$ cat src/dec_pkg.sv
// Shared constants and state type for the 8b/10b receive decoder
`default_nettype none
package dec_pkg;
	// Wishbone byte addresses of the register file
	localparam logic [4:0] ADR_STATUS = 5'h00;
	localparam logic [4:0] ADR_MASK   = 5'h04;
	localparam logic [4:0] ADR_STATE  = 5'h08;
	localparam logic [4:0] ADR_ERRCNT = 5'h0c;

	// Event bit positions, shared by status and mask
	localparam int unsigned EV_CODE_ERR  = 0;
	localparam int unsigned EV_RD_ERR    = 1;
	localparam int unsigned EV_IDLE_DROP = 2;
	localparam int unsigned EV_W         = 3;
	localparam int unsigned CNT_W        = 16;

	localparam logic [EV_W-1:0]  STATUS_RST = 3'h0;
	localparam logic [EV_W-1:0]  MASK_RST   = 3'h0;
	localparam logic [CNT_W-1:0] CNT_MAX    = 16'hffff;
	// Running disparity after reset: negative
	localparam logic             RD_RST     = 1'b0;

	localparam logic [7:0] IDLE_BYTE = 8'hbc;
	localparam logic [4:0] K28_X     = 5'h1c;
	// Six-bit K28 forms, written abcdei with a as the top bit
	localparam logic [5:0] K28_NEG6  = 6'h0f;
	localparam logic [5:0] K28_POS6  = 6'h30;
	// Whole characters as seen on the coded input, a at bit 0
	localparam logic [9:0] CODE_K28_5_NEG = 10'h17c;
	localparam logic [9:0] CODE_K28_5_POS = 10'h283;
	localparam logic [9:0] CODE_D0_0_NEG  = 10'h0b9;
	localparam logic [9:0] CODE_ZERO      = 10'h000;

	typedef struct packed {
		logic             s1_en;
		logic             s1_idle_del;
		logic [9:0]       s1_code;
		logic             rd;
		logic             valid;
		logic [7:0]       dout;
		logic             k;
		logic             code_err;
		logic             rd_err;
		logic [EV_W-1:0]  status;
		logic [EV_W-1:0]  mask;
		logic [CNT_W-1:0] err_cnt;
		logic             ack;
		logic [31:0]      rdata;
		logic             irq;
	} dec_state_t;

	localparam dec_state_t STATE_RST = '{
		s1_en: 1'b0, s1_idle_del: 1'b0, s1_code: 10'h000, rd: RD_RST,
		valid: 1'b0, dout: 8'h00, k: 1'b0, code_err: 1'b0, rd_err: 1'b0,
		status: STATUS_RST, mask: MASK_RST, err_cnt: 16'h0000,
		ack: 1'b0, rdata: 32'h0000_0000, irq: 1'b0};
endpackage
`default_nettype wire

$ cat src/dec_six_five.sv
// Six-bit subblock decoder: abcdei to EDCBA with disparity attributes
`default_nettype none
module dec_six_five (
	input  wire logic [5:0] i_code,
	output logic      [4:0] o_val,
	output logic            o_ok,
	output logic            o_pos,
	output logic            o_neg,
	output logic            o_need_neg,
	output logic            o_need_pos
);
	logic [2:0] weight;

	always_comb
	begin
		weight = 3'h0;
		for (int b = 0; b < 6; b++)
			weight = weight + {2'h0, i_code[b]};
		o_pos      = weight == 3'h4;
		o_neg      = weight == 3'h2;
		// Balanced D7 forms still carry a disparity side
		o_need_neg = o_pos || i_code == 6'h38;
		o_need_pos = o_neg || i_code == 6'h07;
		o_ok       = 1'b1;
		unique case (i_code)
			6'h27, 6'h18: o_val = 5'h00;
			6'h1d, 6'h22: o_val = 5'h01;
			6'h2d, 6'h12: o_val = 5'h02;
			6'h31:        o_val = 5'h03;
			6'h35, 6'h0a: o_val = 5'h04;
			6'h29:        o_val = 5'h05;
			6'h19:        o_val = 5'h06;
			6'h38, 6'h07: o_val = 5'h07;
			6'h39, 6'h06: o_val = 5'h08;
			6'h25:        o_val = 5'h09;
			6'h15:        o_val = 5'h0a;
			6'h34:        o_val = 5'h0b;
			6'h0d:        o_val = 5'h0c;
			6'h2c:        o_val = 5'h0d;
			6'h1c:        o_val = 5'h0e;
			6'h17, 6'h28: o_val = 5'h0f;
			6'h1b, 6'h24: o_val = 5'h10;
			6'h23:        o_val = 5'h11;
			6'h13:        o_val = 5'h12;
			6'h32:        o_val = 5'h13;
			6'h0b:        o_val = 5'h14;
			6'h2a:        o_val = 5'h15;
			6'h1a:        o_val = 5'h16;
			6'h3a, 6'h05: o_val = 5'h17;
			6'h33, 6'h0c: o_val = 5'h18;
			6'h26:        o_val = 5'h19;
			6'h16:        o_val = 5'h1a;
			6'h36, 6'h09: o_val = 5'h1b;
			6'h0e:        o_val = 5'h1c;
			6'h2e, 6'h11: o_val = 5'h1d;
			6'h1e, 6'h21: o_val = 5'h1e;
			6'h2b, 6'h14: o_val = 5'h1f;
			6'h0f, 6'h30: o_val = 5'h1c;
			default:
			begin
				o_val = 5'h00;
				o_ok  = 1'b0;
			end
		endcase
	end
endmodule
`default_nettype wire

$ cat src/dec_four_three.sv
// Four-bit subblock decoder: fghj to HGF with disparity attributes
`default_nettype none
module dec_four_three (
	input  wire logic [3:0] i_code,
	output logic      [2:0] o_val,
	output logic            o_ok,
	output logic            o_alt,
	output logic            o_pos,
	output logic            o_neg,
	output logic            o_need_neg,
	output logic            o_need_pos
);
	logic [2:0] weight;

	always_comb
	begin
		weight = 3'h0;
		for (int b = 0; b < 4; b++)
			weight = weight + {2'h0, i_code[b]};
		o_pos      = weight == 3'h3;
		o_neg      = weight == 3'h1;
		o_need_neg = o_pos || i_code == 4'hc;
		o_need_pos = o_neg || i_code == 4'h3;
		o_ok       = 1'b1;
		o_alt      = 1'b0;
		unique case (i_code)
			4'hb, 4'h4: o_val = 3'h0;
			4'h9:       o_val = 3'h1;
			4'h5:       o_val = 3'h2;
			4'hc, 4'h3: o_val = 3'h3;
			4'hd, 4'h2: o_val = 3'h4;
			4'ha:       o_val = 3'h5;
			4'h6:       o_val = 3'h6;
			4'he, 4'h1: o_val = 3'h7;
			4'h7, 4'h8:
			begin
				o_val = 3'h7;
				o_alt = 1'b1;
			end
			default:
			begin
				o_val = 3'h0;
				o_ok  = 1'b0;
			end
		endcase
	end
endmodule
`default_nettype wire

$ cat src/dec_decoder.sv
// Two-stage 8b/10b receive decoder with Wishbone status and interrupt
// Notes on behaviour
// - While idle removal is high, a received K28.5 keeps valid low.
// - Upstream raises enable per word to decode; only enabled words are decoded.
// - Override high selects the seed as current disparity, else the tracked one.
// - Valid is high when a new decoded byte, other than a dropped idle, stands on the byte output.
// - The result is an 8-bit byte, data value or control code.
// - Control flag high for a control character, low for a data byte.
// - Bad-code flag high when the character is not in the code set.
// - Disparity fault high when the character breaks the running disparity.
// - Disparity output shows the disparity after the byte now shown.
// - A chained disparity output feeds the seed of a second decoder.
// - A word sampled on edge n has its result sampled on edge n+2.
// - The active-low reset clears every register at once.
`default_nettype none
module dec_decoder (
	input  wire logic        I_CLK,
	input  wire logic        I_RESETN,
	input  wire logic        I_ENABLE,
	input  wire logic        I_IDLE_DEL,
	input  wire logic [9:0]  I_DATA,
	input  wire logic        I_RD_SEED,
	input  wire logic        I_RD_OVR,
	output logic             O_VALID,
	output logic      [7:0]  O_BYTE,
	output logic             O_K,
	output logic             O_CODE_ERR,
	output logic             O_RD_ERR,
	output logic             O_RD,
	output logic             O_RD_CHAIN,
	input  wire logic        I_WB_CYC,
	input  wire logic        I_WB_STB,
	input  wire logic        I_WB_WE,
	input  wire logic [4:0]  I_WB_ADR,
	input  wire logic [3:0]  I_WB_SEL,
	input  wire logic [31:0] I_WB_DAT,
	output logic      [31:0] O_WB_DAT,
	output logic             O_WB_ACK,
	output logic             O_IRQ
);
	dec_pkg::dec_state_t st;
	dec_pkg::dec_state_t next_st;

	logic [5:0] six_raw;
	logic [3:0] four_raw;
	logic [3:0] four_dec;
	logic       inv4;
	logic       k28_form;
	logic [4:0] six_val;
	logic       six_ok;
	logic       six_pos;
	logic       six_neg;
	logic       six_need_neg;
	logic       six_need_pos;
	logic [2:0] four_val;
	logic       four_ok;
	logic       four_alt;
	logic       f_pos_x;
	logic       f_neg_x;
	logic       f_need_neg_x;
	logic       f_need_pos_x;
	logic       four_pos;
	logic       four_neg;
	logic       four_need_neg;
	logic       four_need_pos;
	logic       rd_in;
	logic       rd_mid;
	logic       rd_after;
	logic       is_k;
	logic       bad_code;
	logic       bad_rd;
	logic [7:0] dec_byte;
	logic       is_idle;
	logic       drop;
	logic       wb_hit;
	logic [4:0] wb_adr;
	logic       st_clear;
	logic       cnt_clear;
	logic [dec_pkg::EV_W-1:0] events;
	logic [dec_pkg::CNT_W-1:0] cnt_base;

	localparam int unsigned EV_W_L = dec_pkg::EV_W;

	// Data or control x values that may carry the alternate seven
	function automatic logic alt_allowed(input logic [4:0] x, input logic k);
		if (k)
			alt_allowed = x == 5'h17 || x == 5'h1b || x == 5'h1c || x == 5'h1d
				|| x == 5'h1e;
		else
			alt_allowed = x == 5'h0b || x == 5'h0d || x == 5'h0e || x == 5'h11
				|| x == 5'h12 || x == 5'h14;
	endfunction

	// Bit a is I_DATA[0]; the subblocks are listed a..i and f..j
	assign six_raw  = {st.s1_code[0], st.s1_code[1], st.s1_code[2],
		st.s1_code[3], st.s1_code[4], st.s1_code[5]};
	assign four_raw = {st.s1_code[6], st.s1_code[7], st.s1_code[8],
		st.s1_code[9]};
	assign k28_form = six_raw == dec_pkg::K28_NEG6 || six_raw == dec_pkg::K28_POS6;
	// Positive K28 form pairs with the complemented four-bit table
	assign inv4     = six_raw == dec_pkg::K28_POS6;
	assign four_dec = inv4 ? ~four_raw : four_raw;

	dec_six_five u_six (
		.i_code     (six_raw),
		.o_val      (six_val),
		.o_ok       (six_ok),
		.o_pos      (six_pos),
		.o_neg      (six_neg),
		.o_need_neg (six_need_neg),
		.o_need_pos (six_need_pos)
	);

	dec_four_three u_four (
		.i_code     (four_dec),
		.o_val      (four_val),
		.o_ok       (four_ok),
		.o_alt      (four_alt),
		.o_pos      (f_pos_x),
		.o_neg      (f_neg_x),
		.o_need_neg (f_need_neg_x),
		.o_need_pos (f_need_pos_x)
	);

	always_comb
	begin
		four_pos      = inv4 ? f_neg_x : f_pos_x;
		four_neg      = inv4 ? f_pos_x : f_neg_x;
		four_need_neg = inv4 ? f_need_pos_x : f_need_neg_x;
		four_need_pos = inv4 ? f_need_neg_x : f_need_pos_x;
		rd_in    = I_RD_OVR ? I_RD_SEED : st.rd;
		rd_mid   = six_pos ? 1'b1 : (six_neg ? 1'b0 : rd_in);
		rd_after = four_pos ? 1'b1 : (four_neg ? 1'b0 : rd_mid);
		is_k     = k28_form || (four_alt && alt_allowed(six_val, 1'b1));
		dec_byte = {four_val, six_val};
		// Primary seven next to x that already ends in the same run
		bad_code = !six_ok || !four_ok
			|| (four_alt && !alt_allowed(six_val, is_k))
			|| (four_raw == 4'he && (six_val == 5'h11 || six_val == 5'h12
				|| six_val == 5'h14) && !k28_form)
			|| (four_raw == 4'h1 && (six_val == 5'h0b || six_val == 5'h0d
				|| six_val == 5'h0e) && !k28_form);
		bad_rd   = (six_need_neg && rd_in) || (six_need_pos && !rd_in)
			|| (four_need_neg && rd_mid) || (four_need_pos && !rd_mid);
		is_idle  = is_k && dec_byte == dec_pkg::IDLE_BYTE;
		drop     = st.s1_idle_del && is_idle;
	end

	always_comb
	begin
		next_st = st;
		// Stage one: capture the word and its qualifiers
		next_st.s1_en       = I_ENABLE;
		next_st.s1_idle_del = I_IDLE_DEL;
		next_st.s1_code     = I_DATA;
		// Stage two: decoded result, visible for sampling on edge n+2
		next_st.valid    = st.s1_en && !drop;
		next_st.code_err = st.s1_en && bad_code;
		next_st.rd_err   = st.s1_en && bad_rd;
		if (st.s1_en)
		begin
			next_st.dout = dec_byte;
			next_st.k    = is_k;
			next_st.rd   = rd_after;
		end

		// Wishbone classic slave, one wait state, ack for one cycle
		wb_hit    = I_WB_CYC && I_WB_STB && !st.ack;
		wb_adr    = {I_WB_ADR[4:2], 2'h0};
		st_clear  = 1'b0;
		cnt_clear = 1'b0;
		next_st.ack   = wb_hit;
		next_st.rdata = 32'h0000_0000;
		if (wb_hit)
		begin
			if (I_WB_WE)
			begin
				if (wb_adr == dec_pkg::ADR_MASK && I_WB_SEL[0])
					next_st.mask = I_WB_DAT[EV_W_L-1:0];
				if (wb_adr == dec_pkg::ADR_ERRCNT && |I_WB_SEL)
					cnt_clear = 1'b1;
			end
			else
			begin
				unique case (wb_adr)
					dec_pkg::ADR_STATUS:
					begin
						next_st.rdata = {29'h0, st.status};
						st_clear = 1'b1;
					end
					dec_pkg::ADR_MASK:
						next_st.rdata = {29'h0, st.mask};
					dec_pkg::ADR_STATE:
						next_st.rdata = {31'h0, st.rd};
					dec_pkg::ADR_ERRCNT:
						next_st.rdata = {16'h0, st.err_cnt};
					default:
						next_st.rdata = 32'h0000_0000;
				endcase
			end
		end

		// Sticky events; a new event wins over the read clear
		events = '0;
		events[dec_pkg::EV_CODE_ERR]  = st.s1_en && bad_code;
		events[dec_pkg::EV_RD_ERR]    = st.s1_en && bad_rd;
		events[dec_pkg::EV_IDLE_DROP] = st.s1_en && drop;
		next_st.status = (st_clear ? '0 : st.status) | events;
		cnt_base = cnt_clear ? '0 : st.err_cnt;
		next_st.err_cnt = cnt_base;
		if (events[dec_pkg::EV_CODE_ERR] && cnt_base != dec_pkg::CNT_MAX)
			next_st.err_cnt = cnt_base + 16'h0001;
		next_st.irq = |(next_st.status & next_st.mask);
	end

	always_ff @(posedge I_CLK or negedge I_RESETN)
	begin
		if (!I_RESETN)
			st <= dec_pkg::STATE_RST;
		else
			st <= next_st;
	end

	assign O_VALID    = st.valid;
	assign O_BYTE     = st.dout;
	assign O_K        = st.k;
	assign O_CODE_ERR = st.code_err;
	assign O_RD_ERR   = st.rd_err;
	assign O_RD       = st.rd;
	// Chain output stays combinational so a partner can use it this cycle
	assign O_RD_CHAIN = rd_after;
	assign O_WB_DAT   = st.rdata;
	assign O_WB_ACK   = st.ack;
	assign O_IRQ      = st.irq;
endmodule
`default_nettype wire

$ cat config.mk
export PLATFORM = sky130hd
export DESIGN_NAME = dec_decoder
export DESIGN_NICKNAME = d
export VERILOG_FILES = /design/src/dec_pkg.sv /design/src/dec_six_five.sv /design/src/dec_four_three.sv /design/src/dec_decoder.sv
export SDC_FILE = /design/constraint.sdc
export NUM_CORES = 1
export LEC_CHECK = 0
export BUFFER_PORTS_ARGS = -buffer_cell sky130_fd_sc_hd__buf_2
export CORE_MARGIN = 1.5
export CORE_UTILIZATION = 55
export DETAILED_ROUTE_END_ITERATION = 7
export PLACE_DENSITY = 0.86
export SLEW_MARGIN = 20
export SYNTH_ARGS = -nofsm -noshare
export SYNTH_HDL_FRONTEND = slang
export SYNTH_SLANG_ARGS = --single-unit
$ cat constraint.sdc
create_clock -name I_CLK -period 4.25 [get_ports I_CLK]
set_clock_uncertainty 0.1 [all_clocks]
set_input_delay 0.6375 -clock I_CLK [delete_from_list [all_inputs] [get_ports I_CLK]]
set_output_delay 0.6375 -clock I_CLK [all_outputs]
set_load 0.1 [all_outputs]
==> After elaboration in Yosys (flattened, before gate mapping) <==
Cells that the tools add are included.
{ "word_totals": {"register_bits": 81, "elab_cells": 218, "input_bits": 60, "output_inout_bits": 48} }
{ "op_classes": {"mux": 31, "add_sub_neg": 9, "reduce_logical": 76, "n_bitwise": 3, "n_eq_ne": 84} }
{ "op_table": {"columns": ["operator", "n"], "rows": [
  ["$pmux 5 s31", 1],
  ["$eq 6x6->1 const B", 24],
  ["$eq 6x5->1 const B", 14],
  ["$mux 16", 4],
  ["$pmux 16 s4", 1],
  ["$reduce_or 48->1", 1],
  ["$eq 6x4->1 const B", 7],
  ["$eq 5x5->1 const B", 8],
  ["$eq 4x4->1 const B", 8],
  ["$reduce_or 2->1", 16],
  ["$logic_or 1x1->1", 24],
  ["$logic_and 1x1->1", 21],
  ["$pmux 3 s7", 1],
  ["$mux 1", 19],
  ["$add 3x1->3", 6],
  ["$eq 6x3->1 const B", 3],
  ["$add 16x1->16 const B", 1],
  ["$eq 4x3->1 const B", 4],
  ["$ne 16x16->1 const B", 1],
  ["$eq 5x4->1 const B", 3],
  ["$reduce_or 14->1", 1],
  ["$eq 3x2->1 const B", 4],
  ["$mux 3", 4],
  ["$eq 4x1->1 const B", 2],
  ["13 further kinds", 25]
]} }

==> Logic depth before layout (Yosys ltp) <==
{ "depth": {"word_depth": 20, "ltp_mapped": 18, "mapped_depth_nobuf": 17} }

==> By module <==
From an unflattened synthesis, not the netlist that was laid out.
{ "hier_totals": {"cells_unflattened": 486, "area_unflattened_um2": 4539.4} }
{ "by_module_without_submodules": {"columns": ["module", "area_each_um2", "seq_area_each_um2", "cells_per_inst", "instances"], "rows": [
  ["dec_decoder", 3390.8, 1626.6, 325, 1],
  ["dec_six_five", 864.6, 0.0, 126, 1],
  ["dec_four_three", 284.0, 0.0, 35, 1]
]} }

==> Least setup slack after synthesis <==
No wires, ideal clock.
{ "synth_path": {"path_kind": "reg2out", "start": "reg st (netlist bit six_raw[0])", "end": "out O_RD_CHAIN", "required_ps": 3513, "path_stages_with_launch": 10, "setup_slack_ps": -849, "t_arrival_ps": 4361, "path_buffers": 0, "path_cell_list": "dfrtp_1 > inv_1 > ha_1 > inv_1 > fa_1 > fa_1 > fa_1 > o21ai_0 > a21oi_1 > o21ai_0"} }
{ "synth_via": {"elab_chain_cells": 10, "elab_cells_between_ends": 20, "classes_between": "8 x add/sub; 5 x eq/ne; 7 x mux"} }
{ "synth_lines": {"columns": ["item", "line_no", "source"], "rows": [
  ["from (decl)", "dec_decoder.sv:41", "dec_pkg::dec_state_t st;"],
  ["from (signal assigned)", "dec_decoder.sv:219", "st <= dec_pkg::STATE_RST;"],
  ["from (signal assigned)", "dec_decoder.sv:221", "st <= next_st;"],
  ["$add 1x1->2", "dec_six_five.sv:18", "weight = weight + {2'h0, i_code[b]};"],
  ["$add 3x1->3 (4 in a row)", "dec_six_five.sv:18", null],
  ["$eq 3x2->1", "dec_six_five.sv:20", "o_neg = weight == 3'h2;"],
  ["$mux 1 (2 in a row)", "dec_decoder.sv:132", "rd_mid = six_pos ? 1'b1 : (six_neg ? 1'b0 : rd_in);"],
  ["$mux 1", "dec_decoder.sv:133", "rd_after = four_pos ? 1'b1 : (four_neg ? 1'b0 : rd_mid);"],
  ["$mux 1 *", "dec_decoder.sv:133", null],
  ["to (decl)", "dec_decoder.sv:30", "output logic O_RD_CHAIN,"]
]} }
Mark *: on every way between the ends. The rest lies on a longest branch, timed or not.

==> Worst setup path in the final report <==
{ "layout_path": {"start": "reg st (netlist bit six_raw[2])", "end": "out O_RD_CHAIN"} }
{ "layout_via": {"elab_chain_cells": 9, "elab_cells_between_ends": 19, "classes_between": "7 x add/sub; 5 x eq/ne; 7 x mux"} }
{ "layout_lines": {"columns": ["item", "line_no"], "rows": [
  ["$add 3x1->3 / $eq 6x6->1 (equally long branches)", "dec_six_five.sv:18, dec_decoder.sv:101"],
  ["$add 3x1->3 / $mux 4 (equally long branches)", "dec_six_five.sv:18, dec_decoder.sv:102"],
  ["$add 3x1->3 / $add 1x1->2 (equally long branches)", "dec_six_five.sv:18, dec_four_three.sv:19"],
  ["$add 3x1->3, on equally long branches", "dec_six_five.sv:18, dec_four_three.sv:19"],
  ["$eq 3x2->1 / $add 3x1->3 (equally long branches)", "dec_six_five.sv:20, dec_four_three.sv:19"],
  ["$mux 1, or another cell as far along", "dec_decoder.sv:132"],
  ["$mux 1, on equally long branches", "dec_decoder.sv:132, dec_decoder.sv:128"],
  ["$mux 1", "dec_decoder.sv:133"],
  ["$mux 1 *", "dec_decoder.sv:133"]
]} }
Marked as above.

==> flow_metrics.py <==
metrics = {
    "setup_path": {
        "r2r_setup_slack_ns": 0.32,
        "start_kind": "flip-flop",
        "required_ns": 3.51,
        "critPathMaxStageDelay_ns": 0.53,
        "ff2ff_path_depth": 17,
        "crit_type": "reg2out",
        "cpMostUsedCell": "fa_1",
        "worst_setup_path_end_kind": "primary output",
        "rr_endpoint": "O_IRQ",
        "path_max_fanout": 31,
        "critPathArrivalTime_ns": 3.35,
        "crit_path_top_delay_cell": "fa_1",
        "crit_chain": "buf_6 -> inv_1 -> fa_1 -> fa_1 -> fa_1 -> o21ai_0 -> a21oi_1 -> o21ai_2 -> buf_12",
        "rr_startpoint": "six_raw[0]",
    },
    "logic_synthesis": {
        "ys_ff_latch": 65,
        "synth-edff-count": 0,
        "ys_seq_area_share_pct": 35.24,
        "synth_ff_type": "dfrtp_1",
        "async_flop_share_pct": 100.0,
        "synthDistinctLibCells": 68,
        "syn_area_sq_um": 4616,
        "avgSynthCellArea_sq_um": 8.980,
        "ys_warn_count": 0,
        "synthCells": 514,
    },
    "cts": {
        "clock_sinks": 65,
        "cts.path.max_buffers": 2,
        "cts_max_level": 3,
        "cts_tree": "yes",
        "cts_buffers": 9,
        "post_cts_buffers": 0,
        "path_clk_slew_ns": 0.08,
        "clock_latency_ns": 0.35,
        "cts-root-buf": "clkbuf_8",
    },
    "final_layout": {
        "final_nets": 614,
        "multi_input_area_sq_um": 2465,
        "diodes": 0,
        "fin_area_sq_um": 4901,
        "drive_gt1_share_pct": 20.81,
        "num-fill-cells": 707,
        "most-common-layout-cells": "dfrtp_1, buf_2, nor2_1, nand2_1, a21oi_1",
        "syn2layout_area_growth_pct": 6.181,
        "layout_commonest_cell": "dfrtp_1",
        "seqCellArea_sq_um": 1627,
    },
    "sta": {
        "setup_violations": 0,
        "finalSetupTns_ns": 0,
        "layout_min_cycle_time_ns": 4.086,
        "hold_viol_final": 0,
        "fmax_mhz": 244.7,
        "period_share_pct": 96.14,
        "worst_pin_slew_ns": 0.8149,
        "rsz0062_at_grt": "no",
        "relSlewSlack_pct": 45.68,
        "slew_viol_final": 0,
    },
    "global_route": {
        "grt.total_usage_pct": 24.40,
        "grt_pass1_wl_um": 16970,
        "grt_remaining_overflow": 0,
        "grt_max_degree": 40,
        "antenna_found_initial": 0,
        "grt_pass1_vias": 3662,
    },
    "routing": {
        "wl_per_cell_um": 16.11,
        "dr_total_vias": 3893,
        "first_iter_violations": 221,
        "ant_nets": 0,
        "wirelength_um": 10440,
        "drc_errors": 0,
        "via_per_inst": 6.008,
        "dr.pass1.iters": 4,
    },
    "power": {
        "pwr-share-comb_pct": 35.9,
        "seqPwrFrac_pct": 37.0,
        "intPower_mw": 1.151,
        "p_sw_share_pct": 42.40,
        "switching_power_mw": 0.8469,
        "clkPwrFrac_pct": 27.1,
        "power.density_nw_per_um2": 407.6,
        "finalPower_mw": 1.998,
        "p_leak_nw": 2.254,
        "ir_drop_mv": 0.4057,
    },
    "status": {
        "outcome": "finished clean",
    },
    "floorplanning": {
        "die_y_um": 94.61,
        "die_area_sq_um": 8951,
        "rows": 33,
        "coreArea_sq_um": 8175,
        "fp.dieW_um": 94.61,
        "start_util_pct": 56.46,
        "io_pins": 108,
    },
    "place": {
        "placed_area_sq_um": 4687,
        "gp_congestion": 0.9286,
        "io_buffers": 60,
        "dp_hpwl_um": 7433,
    },
    "worst_hold_path": {
        "worstHoldPathType": "in2async",
    },
    "job": {
        "max_cap_viol_count": 0,
    },
}
[metrics by stage]
step | hold WS [ns] | instances | utilization, % | setup slack, ns
after global placement | 0.3844 | 632 | 57.33 | 0.3876
after global routing | 0.2721 | 648 | 59.95 | 0.003273
after CTS | 0.2700 | 648 | 59.79 | 0.09584
after floorplan | 0.2419 | 529 | - | 0.4558
after detailed placement | 0.3876 | 632 | 57.33 | 0.2556
final | 0.2685 | 648 | 59.95 | 0.1642
[worst max path at each step]
stage / start / end / slack, ns / depth (start not counted)
6_report: six_raw[2] / O_RD_CHAIN / 0.16 / 9
5_1_grt: six_raw[0] / O_RD_CHAIN / 0.003 / 12
4_1_cts: six_raw[0] / O_RD_CHAIN / 0.1 / 12
3_5_place_dp: six_raw[0] / O_IRQ / 0.26 / 16
3_3_place_gp: six_raw[0] / O_IRQ / 0.39 / 17
2_1_floorplan: six_raw[0] / O_RD_CHAIN / 0.46 / 9
[cell usage after synthesis (5+ instances only)]
library cell   n  area, sq um
a211oi_1       6        45.04
a21oi_1       27        135.1
a31oi_1        7        43.79
and2_1        19        118.9
and3_1         9        56.30
buf_4         42        315.3
buf_6         11        123.9
clkbuf_1      16        60.06
dfrtp_1       65         1627
ha_1          12        150.1
inv_1         20        75.07
mux2_2         9        101.4
mux2i_1       12        120.1
nand2_1       30        112.6
nand2b_1       8        50.05
nand3_1       18        90.09
nand3b_1       6        45.04
nand4_1        7        43.79
nor2_1        40        150.1
nor2b_1        7        43.79
nor3_1        16        80.08
o211ai_1       5        37.54
o21ai_0       10        50.05
o22ai_1        7        43.79
o31ai_1        9        67.56
or3_1          5        31.28
or4_1          8        60.06
xnor2_1        8        70.07
[layer usage]
layer	vias up	share of wire, %	GRT usage, %
li1	1825	-	-
met1	1842	40	29.53
met2	191	49	40.36
met3	35	7.9	4.992
met4	0	3.3	13.68
met5	-	0	0
[power by group through the flow]
stage                     Sequential [mW]  Clock [mW]  Combinational, mW
after floorplan                     0.815           0              0.527
after global placement              0.746           0              0.692
after detailed placement            0.749           0              0.710
after CTS                           0.737       0.556              0.713
after global routing                0.747       0.577              0.764
final                               0.739       0.542              0.717
[area by class of cell]
cell class / instances / share of cell area [%]
Clock buffer: 9 / 2.527
Clock inverter: 7 / 1.583
Inverter: 20 / 1.532
Multi-Input combinational cell: 371 / 50.29
Sequential cell: 65 / 33.19
Tap cell: 105 / 2.681
Timing Repair Buffer: 71 / 8.195
[worst max-delay path: cells and delay by family (launching register included)]
family / cells / cell delay, ns
buffers and inverters: 3 / 0.63
AOI/OAI and AO/OA: 3 / 0.62
adders and majority gates: 3 / 1.36
DFF: 1 / 0.37
[flip-flops by register name, indices dropped and copies added (netlist names), 4 cells and up]
signal    flops
O_BYTE        8
O_WB_DAT     16
st           24
six_raw       6
four_raw      4
[logic make-up after synthesis]
| logic type | after synthesis | share of synthesized area [%] |
|---|---|---|
| XOR/XNOR | 12 | 2.277 |
| AND/OR/NAND/NOR | 201 | 23.96 |
| flip-flops | 65 | 35.24 |
| adder cells (fa/ha/maj) | 16 | 4.988 |
| other | 1 | 0.08124 |
| buffers and inverters | 93 | 12.85 |
| AO/OA/AOI/OAI | 104 | 15.32 |
| multiplexers | 22 | 5.286 |
[timing repair]
action / CTS / global route
resized for setup: 0 / 3
hold buffers: 0 / 0
endpoints found under the setup margin: 0 / 2
Note: power is estimated with default switching activity, not from simulation.
